## config.mk

```make
export PLATFORM = sky130hd
export DESIGN_NAME = hprs_top
export DESIGN_NICKNAME = d
export VERILOG_FILES = /design/src/core/hprs_pkg.sv /design/src/core/hprs_tick.sv /design/src/core/hprs_top.sv
export VERILOG_INCLUDE_DIRS = /design/src /design/src/core
export SDC_FILE = /design/constraint.sdc
export NUM_CORES = 1
export LEC_CHECK = 0
export BUFFER_PORTS_ARGS = -buffer_cell sky130_fd_sc_hd__buf_2
export CAP_MARGIN = 20
export CORE_MARGIN = 4
export CORE_UTILIZATION = 35
export CTS_BUF_LIST = sky130_fd_sc_hd__clkbuf_4
export DETAILED_ROUTE_END_ITERATION = 12
export PLACE_DENSITY = 0.67
export SLEW_MARGIN = 40
export SYNTH_ARGS = -nofsm -noshare
export SYNTH_HDL_FRONTEND = slang
export SYNTH_SLANG_ARGS = --single-unit
```

## constraint.sdc

```tcl
create_clock -name clk -period 3.2 [get_ports clk]
set_input_delay 0.64 -clock clk [delete_from_list [all_inputs] [get_ports clk]]
set_output_delay 0.64 -clock clk [all_outputs]
set_load 0.1 [all_outputs]
```

## src/core/hprs_cfg.svh

```systemverilog
// Constants: command codes, offsets, bit positions and timing counts
`ifndef HPRS_CFG_SVH
`define HPRS_CFG_SVH
// Command codes, used as register offsets
`define HPRS_CMD_POLL 8'h18
`define HPRS_CMD_SWFN 8'h1C
`define HPRS_CMD_WDOG 8'h1D
`define HPRS_CMD_STAT 8'h1E
// Reply codes
`define HPRS_RPL_POLL 8'h58
`define HPRS_RPL_SWFN 8'h5C
`define HPRS_RPL_WDOG 8'h5D
`define HPRS_RPL_STAT 8'h5E
`define HPRS_STAT_LEN 8'h0F
// Status byte window, high address nibble (byte i at 0x80+i)
`define HPRS_STAT_BASE 4'h8
// Key bit positions
`define HPRS_KEY_UP_BIT 0
`define HPRS_KEY_CONFIRM_BIT 1
`define HPRS_KEY_ABORT_BIT 2
`define HPRS_KEY_WEST_BIT 3
`define HPRS_KEY_EAST_BIT 4
`define HPRS_KEY_SOUTH_BIT 5
// Function mask bit positions
`define HPRS_FN_AUTO_POL 0
`define HPRS_FN_RST_INV 1
`define HPRS_FN_PWR_INV 2
`define HPRS_FN_BLANK_WHEN_HOST_DOWN 4
`define HPRS_FN_KEY_RESET 5
`define HPRS_FN_KEY_PWR_ON 6
`define HPRS_FN_KEY_PWR_OFF 7
// Reset values
`define HPRS_FMASK_RST 8'h00
`define HPRS_PLEN_RST 8'h20
`define HPRS_SRC_RST 1'b1
// Timing: clock, tick rate, durations in ms
`define HPRS_CLK_HZ 25000000
`define HPRS_TICK_HZ 32
`define HPRS_TICK_CYC (`HPRS_CLK_HZ / `HPRS_TICK_HZ)
`define HPRS_LONG_HOLD_MS 4000
`define HPRS_SHORT_HOLD_MS 250
`define HPRS_RST_PULSE_MS 1000
`define HPRS_EXTEND_MS 5000
`define HPRS_MS2TICK(ms) ((ms) * `HPRS_TICK_HZ / 1000)
// Display message codes
`define HPRS_MSG_NONE 2'h0
`define HPRS_MSG_RESET 2'h1
`define HPRS_MSG_PWR_ON 2'h2
`define HPRS_MSG_PWR_OFF 2'h3
`endif

```

## src/core/hprs_pkg.sv

```systemverilog
// Types of the host power and reset supervisor
package hprs_pkg;
	typedef enum logic [1:0] {ST_IDLE, ST_PULSE, ST_EXTEND, ST_RESTART} hprs_st_t;

	// Settings owned by neighbouring blocks, shown in status readback
	typedef struct packed {
		logic [31:0] temp_mask;
		logic [7:0] key_press_mask;
		logic [7:0] key_rel_mask;
		logic [7:0] contrast;
		logic [7:0] key_bl;
		logic [7:0] contrast_alt;
		logic [7:0] lcd_bl;
	} hprs_ext_t;

	// Whole state of the supervisor
	typedef struct packed {
		hprs_st_t st;
		logic [5:0] held;
		logic [5:0] pressed;
		logic [5:0] released;
		logic [7:0] fmask;
		logic [7:0] plen;
		logic src;
		logic [7:0] wd;
		logic [7:0] hold;
		logic [7:0] cnt;
		logic go_boot;
		logic rst_oe_n;
		logic pwr_oe_n;
		logic rst_lvl;
		logic pwr_lvl;
		logic rst_idle;
		logic pwr_idle;
		logic sense;
		logic blank;
		logic [1:0] msg;
		logic restart;
		logic [31:0] rdata;
	} hprs_state_t;

	// State of the tick divider
	typedef struct packed {
		logic [19:0] div;
		logic [4:0] sub;
		logic t32;
		logic tsec;
	} hprs_tick_t;
endpackage : hprs_pkg

```

## src/core/hprs_tick.sv

```systemverilog
// Divider making 1/32 s and 1 s tick pulses
`timescale 1ns/100ps
`include "hprs_cfg.svh"
module hprs_tick import hprs_pkg::*; #(
	parameter int CYC = `HPRS_TICK_CYC
) (
	// Clock and reset
	input wire logic clk,
	input wire logic rst_n,
	// Tick pulses
	output logic tick32,
	output logic tick_sec
);
	hprs_tick_t s_q, s_d;

	// Divider must fit its counter
	if (CYC < 2 || CYC > 1048576) begin : g_chk
		$error("hprs_tick: CYC out of range");
	end

	// Next state of the divider
	always_comb begin
		s_d = s_q;
		s_d.t32 = 1'b0;
		s_d.tsec = 1'b0;
		if (s_q.div == 20'(CYC - 1)) begin
			s_d.div = 20'h0_0000;
			s_d.t32 = 1'b1;
			s_d.sub = s_q.sub + 5'h01;
			s_d.tsec = (s_q.sub == 5'h1F);
		end else begin
			s_d.div = s_q.div + 20'h0_0001;
		end
	end

	// State register
	always_ff @(posedge clk or negedge rst_n) begin
		if (!rst_n) begin
			s_q <= '0;
		end else begin
			s_q <= s_d;
		end
	end

	assign tick32 = s_q.t32;
	assign tick_sec = s_q.tsec;
endmodule : hprs_tick

```

## src/core/hprs_top.sv

```systemverilog
// Host power and reset supervisor: keypad poll, ATX pulses, watchdog
`timescale 1ns/100ps
`include "hprs_cfg.svh"
module hprs_top import hprs_pkg::*; #(
	parameter int TICK_CYC = `HPRS_TICK_CYC
) (
	// Clock and reset
	input wire logic clk,
	input wire logic rst_n,
	// Command port
	input wire logic [7:0] addr,
	input wire logic [31:0] wdata,
	input wire logic wr,
	input wire logic rd,
	output logic [31:0] rdata,
	// Keypad and sense inputs
	input wire logic [5:0] keys,
	input wire logic sense_5v,
	input wire logic sense_gpio1,
	// Settings of neighbouring blocks
	input wire hprs_ext_t ext,
	// Host reset line
	input wire logic host_rst_i,
	output logic host_rst_o,
	output logic host_rst_oe_n,
	// Host power line
	input wire logic host_pwr_i,
	output logic host_pwr_o,
	output logic host_pwr_oe_n,
	// Display and self restart
	output logic display_off,
	output logic [1:0] msg,
	output logic self_restart
);
	localparam logic [7:0] LONG_T = 8'(`HPRS_MS2TICK(`HPRS_LONG_HOLD_MS));
	localparam logic [7:0] SHORT_T = 8'(`HPRS_MS2TICK(`HPRS_SHORT_HOLD_MS));
	localparam logic [7:0] RST_T = 8'(`HPRS_MS2TICK(`HPRS_RST_PULSE_MS));
	localparam logic [7:0] EXT_T = 8'(`HPRS_MS2TICK(`HPRS_EXTEND_MS));

	hprs_state_t s_q, s_d;
	logic tick32, tick_sec;
	logic sense_now, srise, busy, confirm, abort;
	logic [5:0] rise, fall;
	logic [7:0] hold_n;

	// Active level of a line: auto takes the opposite of its idle level
	function automatic logic act_lvl(input logic aut, input logic inv, input logic idle);
		return aut ? ~idle : inv;
	endfunction : act_lvl

	// One status byte by index
	function automatic logic [7:0] stat_byte(input logic [3:0] i, input hprs_state_t s,
		input hprs_ext_t e);
		logic [7:0] b;
		b = 8'h00;
		unique case (i)
			4'h1: b = e.temp_mask[7:0];
			4'h2: b = e.temp_mask[15:8];
			4'h3: b = e.temp_mask[23:16];
			4'h4: b = e.temp_mask[31:24];
			4'h5: b = e.key_press_mask;
			4'h6: b = e.key_rel_mask;
			4'h7: b = s.fmask;
			4'h8: b = s.wd;
			4'h9: b = e.contrast;
			4'hA: b = e.key_bl;
			4'hB: b = {7'h00, s.src};
			4'hD: b = e.contrast_alt;
			4'hE: b = e.lcd_bl;
			default: b = 8'h00;
		endcase
		return b;
	endfunction : stat_byte

	// Tick source
	hprs_tick #(
		.CYC(TICK_CYC)
	) u_tick (
		.clk(clk),
		.rst_n(rst_n),
		.tick32(tick32),
		.tick_sec(tick_sec)
	);

	// Key edges, sense selection and hold counter
	assign rise = keys & ~s_q.held;
	assign fall = ~keys & s_q.held;
	assign sense_now = s_q.src ? sense_5v : sense_gpio1;
	assign srise = sense_now & ~s_q.sense;
	assign busy = (s_q.st != ST_IDLE);
	assign confirm = keys[`HPRS_KEY_CONFIRM_BIT];
	assign abort = keys[`HPRS_KEY_ABORT_BIT];
	assign hold_n = (tick32 && s_q.hold != 8'hFF) ? s_q.hold + 8'h01 : s_q.hold;

	// Next state
	always_comb begin
		s_d = s_q;
		s_d.restart = 1'b0;
		s_d.rdata = 32'h0000_0000;
		s_d.held = keys;
		s_d.sense = sense_now;
		s_d.pressed = s_q.pressed | rise;
		s_d.released = s_q.released | fall;
		s_d.hold = (confirm | abort) ? hold_n : 8'h00;
		s_d.blank = s_q.fmask[`HPRS_FN_BLANK_WHEN_HOST_DOWN] & ~sense_now;
		// Learn idle levels while released
		if (s_q.rst_oe_n) begin
			s_d.rst_idle = host_rst_i;
		end
		if (s_q.pwr_oe_n) begin
			s_d.pwr_idle = host_pwr_i;
		end
		// Reads, all refused while busy
		if (rd && !busy) begin
			unique case (addr)
				`HPRS_CMD_POLL: begin
					s_d.rdata = {`HPRS_RPL_POLL, 2'b00, s_q.released, 2'b00, s_q.pressed,
						2'b00, s_q.held};
					s_d.pressed = rise;
					s_d.released = fall;
				end
				`HPRS_CMD_SWFN: s_d.rdata = {`HPRS_RPL_SWFN, 24'h00_0000};
				`HPRS_CMD_WDOG: s_d.rdata = {`HPRS_RPL_WDOG, 24'h00_0000};
				`HPRS_CMD_STAT: s_d.rdata = {`HPRS_RPL_STAT, 16'h0000, `HPRS_STAT_LEN};
				default: begin
					if (addr[7:4] == `HPRS_STAT_BASE && addr[3:0] != 4'hF) begin
						s_d.rdata = {24'h00_0000, stat_byte(addr[3:0], s_q, ext)};
					end
				end
			endcase
		end
		// Writes, all refused while busy
		if (wr && !busy) begin
			if (addr == `HPRS_CMD_SWFN && wdata[31:24] >= 8'h01 && wdata[31:24] <= 8'h03) begin
				s_d.fmask = wdata[7:0];
				if (wdata[31:24] >= 8'h02) begin
					s_d.plen = (wdata[15:8] == 8'h00) ? 8'h01 : wdata[15:8];
				end
				if (wdata[31:24] == 8'h03) begin
					s_d.src = wdata[16];
				end
			end
			if (addr == `HPRS_CMD_WDOG) begin
				s_d.wd = wdata[7:0];
			end
		end
		// Sequencer
		unique case (s_q.st)
			ST_IDLE: begin
				if (tick_sec && s_q.wd == 8'h01 && !(wr && addr == `HPRS_CMD_WDOG)) begin
					s_d.wd = 8'h00;
					s_d.st = ST_PULSE;
					s_d.rst_oe_n = 1'b0;
					s_d.rst_lvl = act_lvl(s_q.fmask[`HPRS_FN_AUTO_POL],
						s_q.fmask[`HPRS_FN_RST_INV], s_q.rst_idle);
					s_d.cnt = RST_T;
					s_d.go_boot = 1'b0;
				end else if (srise) begin
					s_d.st = ST_RESTART;
				end else begin
					if (tick_sec && s_q.wd > 8'h01 && !(wr && addr == `HPRS_CMD_WDOG)) begin
						s_d.wd = s_q.wd - 8'h01;
					end
					if (tick32 && s_q.fmask[`HPRS_FN_KEY_RESET] && sense_now && confirm &&
						hold_n == LONG_T) begin
						s_d.st = ST_PULSE;
						s_d.rst_oe_n = 1'b0;
						s_d.rst_lvl = act_lvl(s_q.fmask[`HPRS_FN_AUTO_POL],
							s_q.fmask[`HPRS_FN_RST_INV], s_q.rst_idle);
						s_d.cnt = RST_T;
						s_d.go_boot = 1'b1;
						s_d.msg = `HPRS_MSG_RESET;
					end else if (tick32 && s_q.fmask[`HPRS_FN_KEY_PWR_ON] && !sense_now &&
						confirm && hold_n == SHORT_T) begin
						s_d.st = ST_PULSE;
						s_d.pwr_oe_n = 1'b0;
						s_d.pwr_lvl = act_lvl(s_q.fmask[`HPRS_FN_AUTO_POL],
							s_q.fmask[`HPRS_FN_PWR_INV], s_q.pwr_idle);
						s_d.cnt = s_q.plen;
						s_d.go_boot = 1'b1;
						s_d.msg = `HPRS_MSG_PWR_ON;
					end else if (tick32 && s_q.fmask[`HPRS_FN_KEY_PWR_OFF] && sense_now &&
						abort && hold_n == LONG_T) begin
						s_d.st = ST_PULSE;
						s_d.pwr_oe_n = 1'b0;
						s_d.pwr_lvl = act_lvl(s_q.fmask[`HPRS_FN_AUTO_POL],
							s_q.fmask[`HPRS_FN_PWR_INV], s_q.pwr_idle);
						s_d.cnt = s_q.plen;
						s_d.go_boot = 1'b0;
						s_d.msg = `HPRS_MSG_PWR_OFF;
					end
				end
			end
			ST_PULSE: begin
				if (tick32) begin
					if (s_q.cnt > 8'h01) begin
						s_d.cnt = s_q.cnt - 8'h01;
					end else if (!s_q.pwr_oe_n && !s_q.go_boot && abort) begin
						s_d.st = ST_EXTEND;
						s_d.cnt = EXT_T;
					end else begin
						s_d.rst_oe_n = 1'b1;
						s_d.pwr_oe_n = 1'b1;
						s_d.st = s_q.go_boot ? ST_RESTART : ST_IDLE;
						if (!s_q.go_boot) begin
							s_d.msg = `HPRS_MSG_NONE;
						end
					end
				end
			end
			ST_EXTEND: begin
				if (!abort || (tick32 && s_q.cnt == 8'h01)) begin
					s_d.pwr_oe_n = 1'b1;
					s_d.msg = `HPRS_MSG_NONE;
					s_d.st = ST_IDLE;
				end else if (tick32) begin
					s_d.cnt = s_q.cnt - 8'h01;
				end
			end
			ST_RESTART: begin
				s_d.restart = 1'b1;
				s_d.pressed = 6'h00;
				s_d.released = 6'h00;
				s_d.wd = 8'h00;
				s_d.msg = `HPRS_MSG_NONE;
				s_d.go_boot = 1'b0;
				s_d.st = ST_IDLE;
			end
		endcase
	end

	// State register
	always_ff @(posedge clk or negedge rst_n) begin
		if (!rst_n) begin
			s_q <= '{st: ST_IDLE, fmask: `HPRS_FMASK_RST, plen: `HPRS_PLEN_RST,
				src: `HPRS_SRC_RST, rst_oe_n: 1'b1, pwr_oe_n: 1'b1, rst_idle: 1'b1,
				pwr_idle: 1'b1, default: '0};
		end else begin
			s_q <= s_d;
		end
	end

	// Outputs straight from the state register
	assign rdata = s_q.rdata;
	assign host_rst_o = s_q.rst_lvl;
	assign host_rst_oe_n = s_q.rst_oe_n;
	assign host_pwr_o = s_q.pwr_lvl;
	assign host_pwr_oe_n = s_q.pwr_oe_n;
	assign display_off = s_q.blank;
	assign msg = s_q.msg;
	assign self_restart = s_q.restart;

	// Checks
	AST_POLL_CODE: assert property (@(posedge clk) disable iff (!rst_n)
		rd && !busy && addr == `HPRS_CMD_POLL |=> rdata[31:24] == 8'h58 && rdata[7:6] == 2'b00)
		else $error("poll reply code wrong");
	AST_HIST_CLR: assert property (@(posedge clk) disable iff (!rst_n)
		rd && !busy && addr == `HPRS_CMD_POLL && keys == s_q.held |=>
		s_q.pressed == 6'h00 && s_q.released == 6'h00)
		else $error("history not cleared by poll");
	AST_IDLE_HIZ: assert property (@(posedge clk) disable iff (!rst_n)
		s_q.st == ST_IDLE || s_q.st == ST_RESTART |-> host_rst_oe_n && host_pwr_oe_n)
		else $error("line driven while idle");
	AST_DEF_POL: assert property (@(posedge clk) disable iff (!rst_n)
		$fell(host_rst_oe_n) && !$past(s_q.fmask[0]) && !$past(s_q.fmask[1]) |->
		host_rst_o == 1'b0)
		else $error("reset line not driven low");
	AST_BUSY_IGN: assert property (@(posedge clk) disable iff (!rst_n)
		busy && wr |=> s_q.fmask == $past(s_q.fmask))
		else $error("command taken while busy");
	AST_WD_FIRE: assert property (@(posedge clk) disable iff (!rst_n)
		s_q.st == ST_IDLE && tick_sec && s_q.wd == 8'h01 && !wr |=>
		!host_rst_oe_n && s_q.wd == 8'h00)
		else $error("watchdog did not fire");
	AST_BLANK: assert property (@(posedge clk) disable iff (!rst_n)
		##1 display_off == ($past(s_q.fmask[4]) && !$past(sense_now)))
		else $error("blanking wrong");
	AST_SENSE_BOOT: assert property (@(posedge clk) disable iff (!rst_n)
		s_q.st == ST_IDLE && srise && !(tick_sec && s_q.wd == 8'h01) |=> ##1 self_restart)
		else $error("no restart on sense rise");
	AST_STAT_LEN: assert property (@(posedge clk) disable iff (!rst_n)
		rd && !busy && addr == `HPRS_CMD_STAT |=> rdata == 32'h5E00_000F)
		else $error("status reply wrong");
endmodule : hprs_top

```

# Word level (Yosys, flattened, before mapping)

Index checks and enable logic that the tools add are counted.
W data, S select, Z words.

$add $sub $neg: 5
Order comparisons: 5
Equal/unequal tests: 48
Mux-type cells: 71
Bitwise operators: 16
Reduce and logical (&&, ||, !) cells: 52

Operators with widths:

| operator                | number |
|---|---|
| $pmux W31 S4            | 1 |
| $mux W8                 | 14 |
| $pmux W8 S13            | 1 |
| $mux W2                 | 23 |
| $mux W12                | 3 |
| $eq A8 B5 Y1 const B    | 4 |
| $mux W31                | 1 |
| $eq A4 B4 Y1 const B    | 7 |
| $mux W9                 | 3 |
| $logic_and A1 B1 Y1     | 26 |
| $pmux W8 S3             | 1 |
| $add A20 B1 Y20 const B | 1 |
| $eq A20 B20 Y1 const B  | 1 |
| $mux W20                | 1 |
| $eq A4 B3 Y1 const B    | 4 |
| $eq A8 B1 Y1 const B    | 2 |
| $gt A8 B1 Y1 const B    | 2 |
| $ne A2 B2 Y1 const B    | 8 |
| $pmux W2 S4             | 2 |
| $pmux W8 S2             | 1 |
| $sub A8 B1 Y8 const B   | 2 |
| $mux W1                 | 15 |
| $mux W13                | 1 |
| $and A6 B6 Y6           | 2 |
| 41 further kinds        | 71 |

Register bits: 132
Bits of input ports: 134
Output and inout bits: 40
Word-level logic and storage cells: 223

# Logic depth before layout (Yosys ltp)

Gate-level depths: netlist (run 1).

Depth after elaboration: 11
Depth in mapped cells: 10
Gate-level depth less buffers: 9

# Cells and area by module

A second synthesis (run 1) with hierarchy kept.

Cell total of the unflattened synthesis: 773
Area total of the unflattened synthesis: 7287.0 um^2

Modules (own cells, without submodules):

| module    | times used | cells an instance | area each (um^2) | sequential area each (um^2) |
|---|---|---|---|---|
| hprs_top  | 1          | 653               | 5975.7           | 2434.8 |
| hprs_tick | 1          | 120               | 1311.3           | 675.6 |

# Worst setup path after synthesis (run 1)

OpenSTA, ideal clock, no wires.

Path kind: input -> register
From: input addr[5]
To: register s_q, in the netlist host_pwr_oe_n
Setup time: 0.085 ns
Arrival time: 2.458 ns
Data required time: 3.115 ns
Path slack: 0.657 ns
Stages: 6
Buffers on the path: 0
Cells stage by stage: or4b_4 > o31ai_4 > o21ai_1 > a221o_1 > a211oi_2 > mux2_1

Longest elaborated chain between the ends: 6

Ends and longest elaborated chain:

| what                                 | RTL line        | text |
|---|---|---|
| start, declared                      | hprs_top.sv:11  | `input wire logic [7:0] addr,` |
| $eq A8 B5 Y1                         | n/a             |  |
| $logic_and A1 B1 Y1 (no source line) | n/a             |  |
| $logic_not A1 Y1                     | hprs_top.sv:150 | `` if (tick_sec && s_q.wd == 8'h01 && !(wr && addr == `HPRS_CMD_WDOG)) begin `` |
| $logic_and A1 B1 Y1                  | hprs_top.sv:150 |  |
| $ne A2 B2 Y1 (no source line)        | n/a             |  |
| $reduce_and A9 Y1 (no source line)   | n/a             |  |
| end signal, assigned                 | hprs_top.sv:235 | `` s_q <= '{st: ST_IDLE, fmask: `HPRS_FMASK_RST, plen: `HPRS_PLEN_RST, `` |
| end, declared                        | hprs_top.sv:40  | `hprs_state_t s_q, s_d;` |

No other way between the ends.
A chain may end at the register's enable or synchronous reset.

# Worst setup path in the final report (run 1)

From: register s_q[52] (netlist bit)
To: register s_q, in the netlist host_pwr_oe_n

Longest elaborated chain between the ends: 10
Elaborated cells between the ends (all ways): 17
Classes of those cells: 1 x add/sub; 5 x eq/ne; 6 x mux; 5 x reduce/logical

Ends and longest elaborated chain:

| what                                                                  | RTL line        | text |
|---|---|---|
| parallel branches: the longest is 2 deep, another holds $add A8 B1 Y8 | n/a             |  |
| $mux W8 (*)                                                           | hprs_top.sv:93  | `assign hold_n = (tick32 && s_q.hold != 8'hFF) ? s_q.hold + 8'h01 : s_q.hold;` |
| $eq A8 B4 Y1                                                          | hprs_top.sv:174 | `confirm && hold_n == SHORT_T) begin` |
| $logic_and A1 B1 Y1                                                   | hprs_top.sv:173 | `` end else if (tick32 && s_q.fmask[`HPRS_FN_KEY_PWR_ON] && !sense_now && `` |
| $mux W1                                                               | hprs_top.sv:173 |  |
| $mux W1                                                               | hprs_top.sv:164 | `` if (tick32 && s_q.fmask[`HPRS_FN_KEY_RESET] && sense_now && confirm && `` |
| $mux W13                                                              | hprs_top.sv:158 | `end else if (srise) begin` |
| $mux W1                                                               | hprs_top.sv:150 |  |
| $pmux W1 S3                                                           | hprs_top.sv:148 | `unique case (s_q.st)` |

Mark *: on every way between the ends. The select of a mux whose other input is x is not followed.

==> flow_summary_export.csv, run 1 <==
group,metric,value,unit
clock_tree,cts_tree,"built",
worst_setup_path,critical_path_required,3.66,ns
clock_tree,worstSkewPairLatency,0.53,ns
floorplan,io_pins,174,
place,dp_hpwl,15.3,mm
timing,slew_headroom,58.5,%
timing,finalMaxSlewViolations,0,
timing,min_period,2.69,ns
timing,hold_violations,0,
global_route,grt_max_degree,84,
global_route,grt_pass1_wl,32.8,mm
yosys,ys_seq_elements,124,
finish,drive_gt1_share,29.4,%
finish,multiInputGateArea,3720,um^2
timing,timing.fmax,372,MHz
floorplan,fp.dieW,152,um
job,maxCapViolations,0,
yosys,netlist_area,7290,um^2
clock_tree,cts-root-buf,"clkbuf_4",
global_route,grt_pass1_vias,6238,
timing,post-route-period-util,84.1,%
power,total_power,0.00425,W
worst_setup_path,path_class,"flop to flop",
timing,worst_slew_pin_slew,0.614,ns
finish,num-fill-cells,1993,
yosys,ys.flop_type,"dfrtp_1",
floorplan,initial_utilization,35.8,%
finish,ff_latch_area,3110,um^2
detailed_routing,first_pass_iters,5,
run_status,status,"completed",
global_route,overflow,0,
worst_setup_path,crit_fanout,10,
clock_tree,cts-resized-gates,0,
power,vdd_drop_max,0.255,mV
finish,final_common_cell,"buf_2",
clock_tree,h-tree-depth,4,
power,total_leakage_power,3.92,nW
yosys,yosysSeqAreaShare,42.7,%
detailed_routing,wl,19.9,mm
floorplan,coreArea,20400,um^2
yosys,synth_edf_count,0,
detailed_routing,ant_nets,0,
global_route,grtUsageTotal,17.3,%
finish,syn_to_final_growth,15.9,%
finish,nets,1050,
detailed_routing,via_per_inst,5.29,
floorplan,die_y,152,um
worst_setup_path,crit_arrival,3.15,ns
place,gp_congestion,0.938,
clock_tree,cts_hold_buf,0,
detailed_routing,via_count,6281,
yosys,synth_area_per_cell,9.43,um^2
clock_tree,cts.sinks,124,
timing,tns,0,ns
detailed_routing,drc,0,
floorplan,row_count,52,
clock_tree,cts_buffer_depth,2,
yosys,synth_warnings,0,
finish,mostFrequentLayoutCells,"buf_2, dfrtp_1, nor2_1, a21oi_1, nand2_1",
detailed_routing,drtIter0Drc,548,
worst_hold_path,hold_class,"input pin to async pin",
worst_setup_path,end_kind,"flop",
floorplan,dieArea,23200,um^2
global_route,antenna_found_initial,4,
clock_tree,clk_pin_slew,0.12,ns
detailed_routing,routedWlPerCell,16.8,um
power,powerDensity,502,nW/um^2
timing,rsz0062_at_grt,"no",
clock_tree,cts_buffers,17,
clock_tree,post_cts_buffers,0,
worst_setup_path,start_kind,"flop",
yosys,synth_cell_type_count,82,
worst_setup_path,regToRegSetupSlack,0.51,ns
yosys,syn-instance-count,773,
timing,final-setup-viol-count,0,
timing,skew,0.0192,ns
yosys,synthArstFlopShare,100,%
place,numPortBuffers,160,
[synth_stat cells (all sizes together) (17+ instances only)]
library cell / instances / share of area [%]
nor2b: 26 / 2.2
inv: 17 / 0.88
nand2: 50 / 2.6
clkbuf: 25 / 1.3
a21oi: 58 / 4.0
nor2: 88 / 4.6
nand3: 30 / 2.2
mux2: 30 / 4.6
dfrtp: 118 / 41
and2: 17 / 1.5
nor3: 17 / 1.2
o21ai: 28 / 1.9
buf: 47 / 4.4
[registers in the layout (all words and copies together), names as in the netlist, 2 cells and up]
signal and cells:
msg 2, rdata 24, s_q 65, u_tick.s_q 25
[critical path, cell delays in order (launching register included)]
cell       delay (ns)
dfrtp_1          0.45
ha_1             0.22
and2_0           0.30
nand4_1          0.13
a21oi_1          0.27
o2111ai_4        0.26
or3b_1           0.43
a211oi_2         0.25
mux2_1           0.34
[final cells by class]
class / count / share of cell area, %
clock buffers: 19 / 1.69
repair buffers: 178 / 11.3
multi-input cells: 565 / 44.1
well taps: 270 / 4.00
clock inverters: 13 / 1.41
flip-flops and latches: 124 / 36.8
diodes: 1 / 0.0296
inverters: 17 / 0.755
[per-stage QoR]
stage / instance area (um^2) / hold WS [ns] / utilization [%] / std cells / setup WS, ns
floorplan: 7310 / 0.344 / - / 778 / 0.657
global placement: 8190 / 0.454 / 40.2 / 1154 / 0.361
detailed placement: 8190 / 0.457 / 40.2 / 1154 / 0.364
CTS: 8450 / 0.0514 / 41.5 / 1186 / 0.522
global route: 8450 / 0.0609 / 41.5 / 1187 / 0.351
finish: 8450 / 0.0824 / 41.5 / 1187 / 0.509
[power by group]
group	switching (W)	total, W	leakage, nW	internal [W]
Combinational	0.000893	0.00139	2.16	0.000501
Clock	0.000617	0.00102	0.136	0.000406
Sequential	0.000111	0.00183	1.62	0.00172
[final timing paths]
kind	from	endpoint	depth (start not counted)
min in group clk	keys[4]	s_q[101]$_DFF_PN0_	1
min reg2reg	u_tick.s_q[5]$_DFFE_PN0P_	u_tick.s_q[5]$_DFFE_PN0P_	1
max in group asynchronous	rst_n	s_q[38]$_DFFE_PN1P_	2
max reg2reg	s_q[52]$_DFF_PN0_	host_pwr_oe_n$_DFFE_PN1P_	8
min	rst_n	s_q[87]$_DFF_PN0_	1
max	s_q[52]$_DFF_PN0_	host_pwr_oe_n$_DFFE_PN1P_	8
[metal layers]
metal  vias up  track usage, %  part of all wire, %
met5         -               0                 0.26
li1       3042               -                    -
met1      3002            22.8                   44
met4         6            3.51                 0.81
met3        23            5.51                  6.8
met2       208            28.0                   48
[logic make-up after synthesis]
kind of cell	share of synthesized area, %
AOI/OAI and AO/OA	17.0
xor gates and xnor gates	3.24
adders and majority gates	2.23
buffers and inverters	6.57
DFF	42.7
muxes	7.24
other	0.0514
and+or+nand+nor	21.0
Power figures use the tool's default switching activity.
==> inputs of run 2 (changes only) <==
PLACE_DENSITY = 0.69   (was 0.67)
clock period = 2.3 ns   (was 3.2 ns; I/O delays follow)
==> flow_summary_export.csv, run 2 (synthesis results as in run 1) <==
group,metric,value,unit
floorplan,die_y,152,um
power,p_int,0.00401,W
floorplan,io_pins,174,
worst_setup_path,end_kind,"flop",
finish,syn_to_final_growth,27.7,%
detailed_routing,routedWlPerCell,15.9,um
power,combPwrFrac,37.2,%
timing,rsz0062_at_grt,"yes",
clock_tree,clk_pin_slew,0.11,ns
worst_setup_path,critPathMostFrequentCell,"a211oi_2",
place,dp_hpwl,16.1,mm
worst_setup_path,crit_family,"compound AO/OA/AOI/OAI gates",
finish,final_cells,1285,
detailed_routing,ant_nets,0,
place,dp_slack,-0.228,ns
clock_tree,h-tree-depth,4,
timing,hold_violations,0,
floorplan,row_count,52,
timing,tns,-0.0951,ns
worst_setup_path,r2r_start,"s_q[53]$_DFF_PN0_",
finish,final_common_cell,"buf_2",
clock_tree,cts_buffer_depth,2,
finish,nets,1149,
finish,drive_gt1_share,37.4,%
timing,worst_slew_pin_slew,0.537,ns
clock_tree,cts-root-buf,"clkbuf_4",
global_route,grt_pass1_vias,6633,
timing,skew,0.0289,ns
finish,largest_reg_flops,65,
detailed_routing,first_pass_iters,5,
worst_setup_path,cp_slowest_cell,"dfrtp_1",
worst_setup_path,startpoint,"s_q[53]$_DFF_PN0_",
power,power.share.clock,23.3,%
worst_hold_path,min-delay-start,"keys[4]",
worst_setup_path,cpPeakStageDelay,0.43,ns
timing,final-setup-viol-count,2,
worst_setup_path,crit_chain,"ha_2 -> and4_4 -> a211oi_2 -> a22o_1 -> o2111ai_4 -> or3b_1 -> a211oi_2 -> mux2_1",
worst_setup_path,crit_fanout,5,
global_route,grt_max_degree,47,
timing,slew_headroom,64.5,%
floorplan,initial_utilization,35.8,%
detailed_routing,via_per_inst,5.17,
worst_setup_path,critical_path_required,2.76,ns
detailed_routing,drc,0,
global_route,overflow,0,
timing,finalMaxSlewViolations,0,
timing,min_period,2.38,ns
power,total_leakage_power,4.43,nW
global_route,grt_pass1_wl,33.5,mm
global_route,antenna_found_initial,0,
finish,diodes,0,
timing,layout_setup_ws,-0.0760,ns
clock_tree,cts_tree,"built",
finish,num-fill-cells,1971,
power,switching_power,0.00235,W
worst_setup_path,critical_path_buf_inv_count,0,
floorplan,coreArea,20400,um^2
detailed_routing,drtIter0Drc,416,
place,placed_cells,1247,
timing,timing.fmax,421,MHz
clock_tree,cts.sinks,124,
floorplan,dieArea,23200,um^2
power,pwr-share-seq,39.6,%
job,maxCapViolations,0,
power,vdd_drop_max,0.291,mV
worst_setup_path,crit_arrival,2.83,ns
place,gp_congestion,0.886,
place,numPortBuffers,160,
global_route,grtUsageTotal,17.5,%
worst_setup_path,start_kind,"flop",
detailed_routing,via_count,6642,
floorplan,fp.dieW,152,um
run_status,status,"finished with violations",
finish,post-route-util,45.7,%
clock_tree,worstSkewPairLatency,0.55,ns
timing,whs,0.0632,ns
power,powerDensity,684,nW/um^2
finish,mostFrequentLayoutCells,"buf_2, dfrtp_1, buf_4, nor2_1, a21oi_1",
run_status,violations,"negative setup slack",
finish,largest_register,"s_q",
detailed_routing,wl,20.5,mm
power,p_sw_share,36.9,%
clock_tree,cts_buffers,17,
worst_hold_path,hold_class,"input pin to flop",
timing,post-route-period-util,103,%
worst_setup_path,path_class,"flop to flop",
[run 2: cell count changes in the layout (fill, tap and decap cells not counted), moves of 3 or more]
cell,delta
o21ai_0,-3
buf_4,+95
a21oi_2,+3
o21ai_2,+3
inv_6,-3
clkinv_1,+4
a21oi_1,-3
[run 2: layout make-up]
| cell class | count | area (um^2) | share of cell area [%] |
|---|---|---|---|
| multi-input cells | 565 | 3800 | 40.9 |
| well taps | 270 | 338 | 3.63 |
| clock buffers | 18 | 135 | 1.45 |
| inverters | 17 | 63.8 | 0.686 |
| flip-flops and latches | 124 | 3110 | 33.4 |
| repair buffers | 277 | 1720 | 18.5 |
| clock inverters | 14 | 130 | 1.40 |
[run 2: worst paths after layout]
path                                        endpoint  slack, ns  cells after the start
setup / recovery           host_pwr_oe_n$_DFFE_PN1P_      -0.08                      8
hold / removal                    s_q[101]$_DFF_PN0_       0.06                      1
setup reg to reg           host_pwr_oe_n$_DFFE_PN1P_      -0.08                      8
hold reg to reg             u_tick.s_q[12]$_DFF_PN0_       0.49                      1
max in group asynchronous  host_pwr_oe_n$_DFFE_PN1P_       1.29                      3
min in group asynchronous       s_q[103]$_DFFE_PN0P_       0.36                      2
[run 2: repair_timing]
action                                  in CTS  in global routing
resized for setup                            6                 13
pin swaps                                    2                  1
endpoints found under the hold margin       22                  0
buffers inserted                             1                  3
endpoints found under the setup margin      16                 23
hold buffers                                 2                  0
[run 2: per-stage QoR]
stage	power, W	area, um^2
2_1_floorplan	0.00395	7330
3_3_place_gp	0.00482	8930
3_5_place_dp	0.00486	8930
4_1_cts	0.00636	9240
5_1_grt	0.00676	9310
6_report	0.00636	9310
[run 2: power by group through the flow]
stage	clock [W]	sequential [W]	combinational [W]
after floorplan	0	0.00264	0.00132
after detailed placement	0	0.00256	0.00231
after global placement	0	0.00255	0.00227
final	0.00148	0.00252	0.00236
after CTS	0.00152	0.00252	0.00233
after global routing	0.00162	0.00254	0.00260
[run 2: worst reg2reg max path, delay by kind of cell, from the launching register on]
kind / cells / cell delay (ns)
multiplexers: 1 / 0.33
AND/OR/NAND/NOR: 2 / 0.57
flip-flops: 1 / 0.43
AO/OA/AOI/OAI: 4 / 0.77
adder cells (fa/ha/maj): 1 / 0.21
[run 2: layer usage]
layer / share of wire [%] / GRT usage [%]
met5: 0 / 0
met4: 2.8 / 6.98
met3: 6.3 / 3.72
met2: 48 / 28.6
met1: 43 / 22.7
==> inputs of run 3 (changes only) <==
SYNTH_HIERARCHICAL = 1   (was unset)
==> flow_summary_export.csv, run 3 <==
group,metric,value,unit
power,powerDensity,453,nW/um^2
worst_setup_path,start_kind,"flop",
clock_tree,cts_buffers,17,
yosys,synth_cell_type_count,82,
finish,stdcell_area,9330,um^2
worst_setup_path,crit_chain,"and4_2 -> or2_1 -> buf_4 -> and3_1 -> a22o_2 -> a31oi_4 -> nor2_4 -> mux2_4",
timing,min_period,2.40,ns
yosys,synth_edf_count,0,
finish,largest_register,"s_q",
clock_tree,clk_pin_slew,0.11,ns
global_route,grtUsageTotal,18.5,%
global_route,overflow,0,
worst_setup_path,regToRegSetupSlack,-0.10,ns
yosys,ys_seq_elements,124,
worst_setup_path,critical_path_required,2.72,ns
run_status,violations,"negative setup slack",
yosys,synth_area_leaders,"dfrtp_1, mux2_2, nor2_1, a21oi_1, buf_4",
yosys,yosysTopAreaCell,"dfrtp_1",
finish,final_common_cell,"buf_2",
global_route,grt_pass1_wl,34.8,mm
yosys,synthArstFlopShare,100,%
timing,layout_setup_ws,-0.104,ns
clock_tree,cts.sinks,124,
clock_tree,cts-root-buf,"clkbuf_4",
detailed_routing,via_per_inst,5.28,
timing,slew_headroom,61.3,%
worst_setup_path,crit_fanout,6,
detailed_routing,drc,0,
timing,timing.fmax,416,MHz
clock_tree,h-tree-depth,4,
place,place_area,8810,um^2
detailed_routing,routedWlPerCell,17.2,um
worst_setup_path,crit_family,"simple AND/OR/NAND/NOR gates",
detailed_routing,via_count,6737,
timing,rsz0062_at_grt,"yes",
worst_setup_path,end_kind,"flop",
power,total_leakage_power,4.32,nW
detailed_routing,ant_nets,0,
detailed_routing,drtIter0Drc,434,
floorplan,die_y,152,um
finish,drive_gt1_share,37.2,%
run_status,status,"finished with violations",
floorplan,io_pins,174,
clock_tree,worstSkewPairLatency,0.53,ns
power,vdd_drop_max,0.318,mV
floorplan,initial_utilization,35.8,%
clock_tree,cts_buffer_depth,2,
worst_setup_path,critical_path_buf_inv_count,1,
yosys,netlist_area,7290,um^2
worst_setup_path,r2r-end,"s_q[51]$_DFFE_PN0P_",
finish,largest_reg_flops,65,
worst_setup_path,path_class,"flop to flop",
worst_hold_path,whs_endpoint,"s_q[101]$_DFF_PN0_",
finish,post-route-util,45.8,%
global_route,grt_pass1_vias,6730,
yosys,synth_common_cells,"dfrtp_1, nor2_1, a21oi_1, nand2_1, buf_4",
floorplan,row_count,52,
yosys,ys.flop_type,"dfrtp_1",
clock_tree,cts_tree,"built",
floorplan,fp.dieW,152,um
worst_setup_path,r2r_start,"s_q[52]$_DFF_PN0_",
worst_hold_path,whs_path_depth,1,
finish,num-fill-cells,1955,
worst_setup_path,crit_arrival,2.82,ns
yosys,yosysTopAreaCellShare,40.5,%
yosys,syn-instance-count,773,
timing,hold_violations,0,
global_route,antenna_found_initial,2,
finish,syn_to_final_growth,28.0,%
timing,worst_slew_pin_slew,0.578,ns
yosys,yosysSeqAreaShare,42.7,%
yosys,synth_area_per_cell,9.43,um^2
place,gp_congestion,0.936,
worst_setup_path,startpoint,"s_q[52]$_DFF_PN0_",
job,maxCapViolations,0,
worst_setup_path,cp_slowest_cell,"dfrtp_1",
finish,nets,1137,
yosys,yosysMostFrequentCell,"dfrtp_1",
detailed_routing,first_pass_iters,8,
place,dp_hpwl,16.9,mm
worst_setup_path,reg2regPathDepth,8,
timing,finalMaxSlewViolations,0,
floorplan,dieArea,23200,um^2
finish,mostFrequentLayoutCells,"buf_2, dfrtp_1, buf_4, nor2_1, nand2_1",
global_route,grt_max_degree,54,
worst_setup_path,cpPeakStageDelay,0.43,ns
worst_hold_path,min-delay-start,"keys[4]",
timing,post-route-period-util,105,%
worst_hold_path,hold_class,"input pin to flop",
detailed_routing,wl,21.9,mm
timing,skew,0.0187,ns
yosys,synth_warnings,6,
floorplan,coreArea,20400,um^2
place,numPortBuffers,160,
timing,final-setup-viol-count,10,
==> run 3: worst max-delay path by stage <==
stage                     slack, ns                    to  depth (start not counted)
after floorplan               -0.06  s_q[104]$_DFFE_PN0P_                          9
after global placement        -0.05  s_q[104]$_DFFE_PN0P_                          9
after detailed placement      -0.09  s_q[104]$_DFFE_PN0P_                          9
after CTS                     -0.08  s_q[104]$_DFFE_PN0P_                          9
after global routing          -0.18  s_q[104]$_DFFE_PN0P_                          9
final                         -0.10   s_q[51]$_DFFE_PN0P_                          8
==> run 3: timing repair <==
| action | 4_1_cts | 5_1_grt |
|---|---|---|
| hold endpoints to repair | 18 | 0 |
| hold buffers | 1 | 0 |
| endpoints found under the setup margin | 11 | 29 |
| resized for setup | 11 | 20 |
| pin swaps | 5 | 15 |
| setup buffers | 4 | 9 |
==> run 3: cell type report <==
cell class | instances | area [um^2] | share of cell area (%)
Sequential cell | 124 | 3110 | 33.4
Clock inverter | 11 | 129 | 1.38
Clock buffer | 21 | 158 | 1.69
Antenna cell | 2 | 5.00 | 0.0536
Timing Repair Buffer | 261 | 1670 | 17.9
Inverter | 21 | 78.8 | 0.845
Tap cell | 270 | 338 | 3.62
Multi-Input combinational cell | 565 | 3840 | 41.2
==> run 3: logic make-up (layout without fill, tap and decap cells) <==
logic type	after synthesis	in the layout	synth area share, %
AOI/OAI and AO/OA	177	177	16.6
xor gates and xnor gates	23	23	2.76
adders and majority gates	13	13	2.23
buffers and inverters	89	314	6.71
DFF	124	124	42.7
muxes	49	49	7.64
other	1	8	0.0515
and+or+nand+nor	297	297	21.3
==> run 3: routing by layer <==
layer / vias up / wire length, um / track usage, %
li1: 3210 / - / -
met1: 3248 / 9270 / 23.8
met2: 245 / 10700 / 30.8
met3: 34 / 1440 / 4.29
met4: 0 / 447 / 5.95
met5: - / 0 / 0
==> run 3: power by group <==
group	total [W]	internal (W)	leakage [nW]	switching, W
Clock	0.00156	0.000782	0.151	0.000782
Sequential	0.00219	0.00219	1.59	0.00000473
Combinational	0.000472	0.000199	2.58	0.000274
Total	0.00423	0.00317	4.32	0.00106
==> run 3: worst reg2reg max path: stages (launching register included) <==
cell and delay, ns:
dfrtp_1 0.43, and4_2 0.29, or2_1 0.24, buf_4 0.14, and3_1 0.17, a22o_2 0.31, a31oi_4 0.34, nor2_4 0.09
mux2_4 0.30
==> run 3: through the flow <==
step	power, W	TNS [ns]	hold slack (ns)	instances	worst slack [ns]
2_1_floorplan	0.00243	-0.0576	0.164	778	-0.0576
3_3_place_gp	0.00270	-0.200	0.376	1229	-0.0500
3_5_place_dp	0.00270	-0.630	0.378	1229	-0.0931
4_1_cts	0.00428	-0.307	0.0100	1266	-0.0819
5_1_grt	0.00442	-1.57	0.00975	1274	-0.177
6_report	0.00423	-0.542	0.0628	1275	-0.104
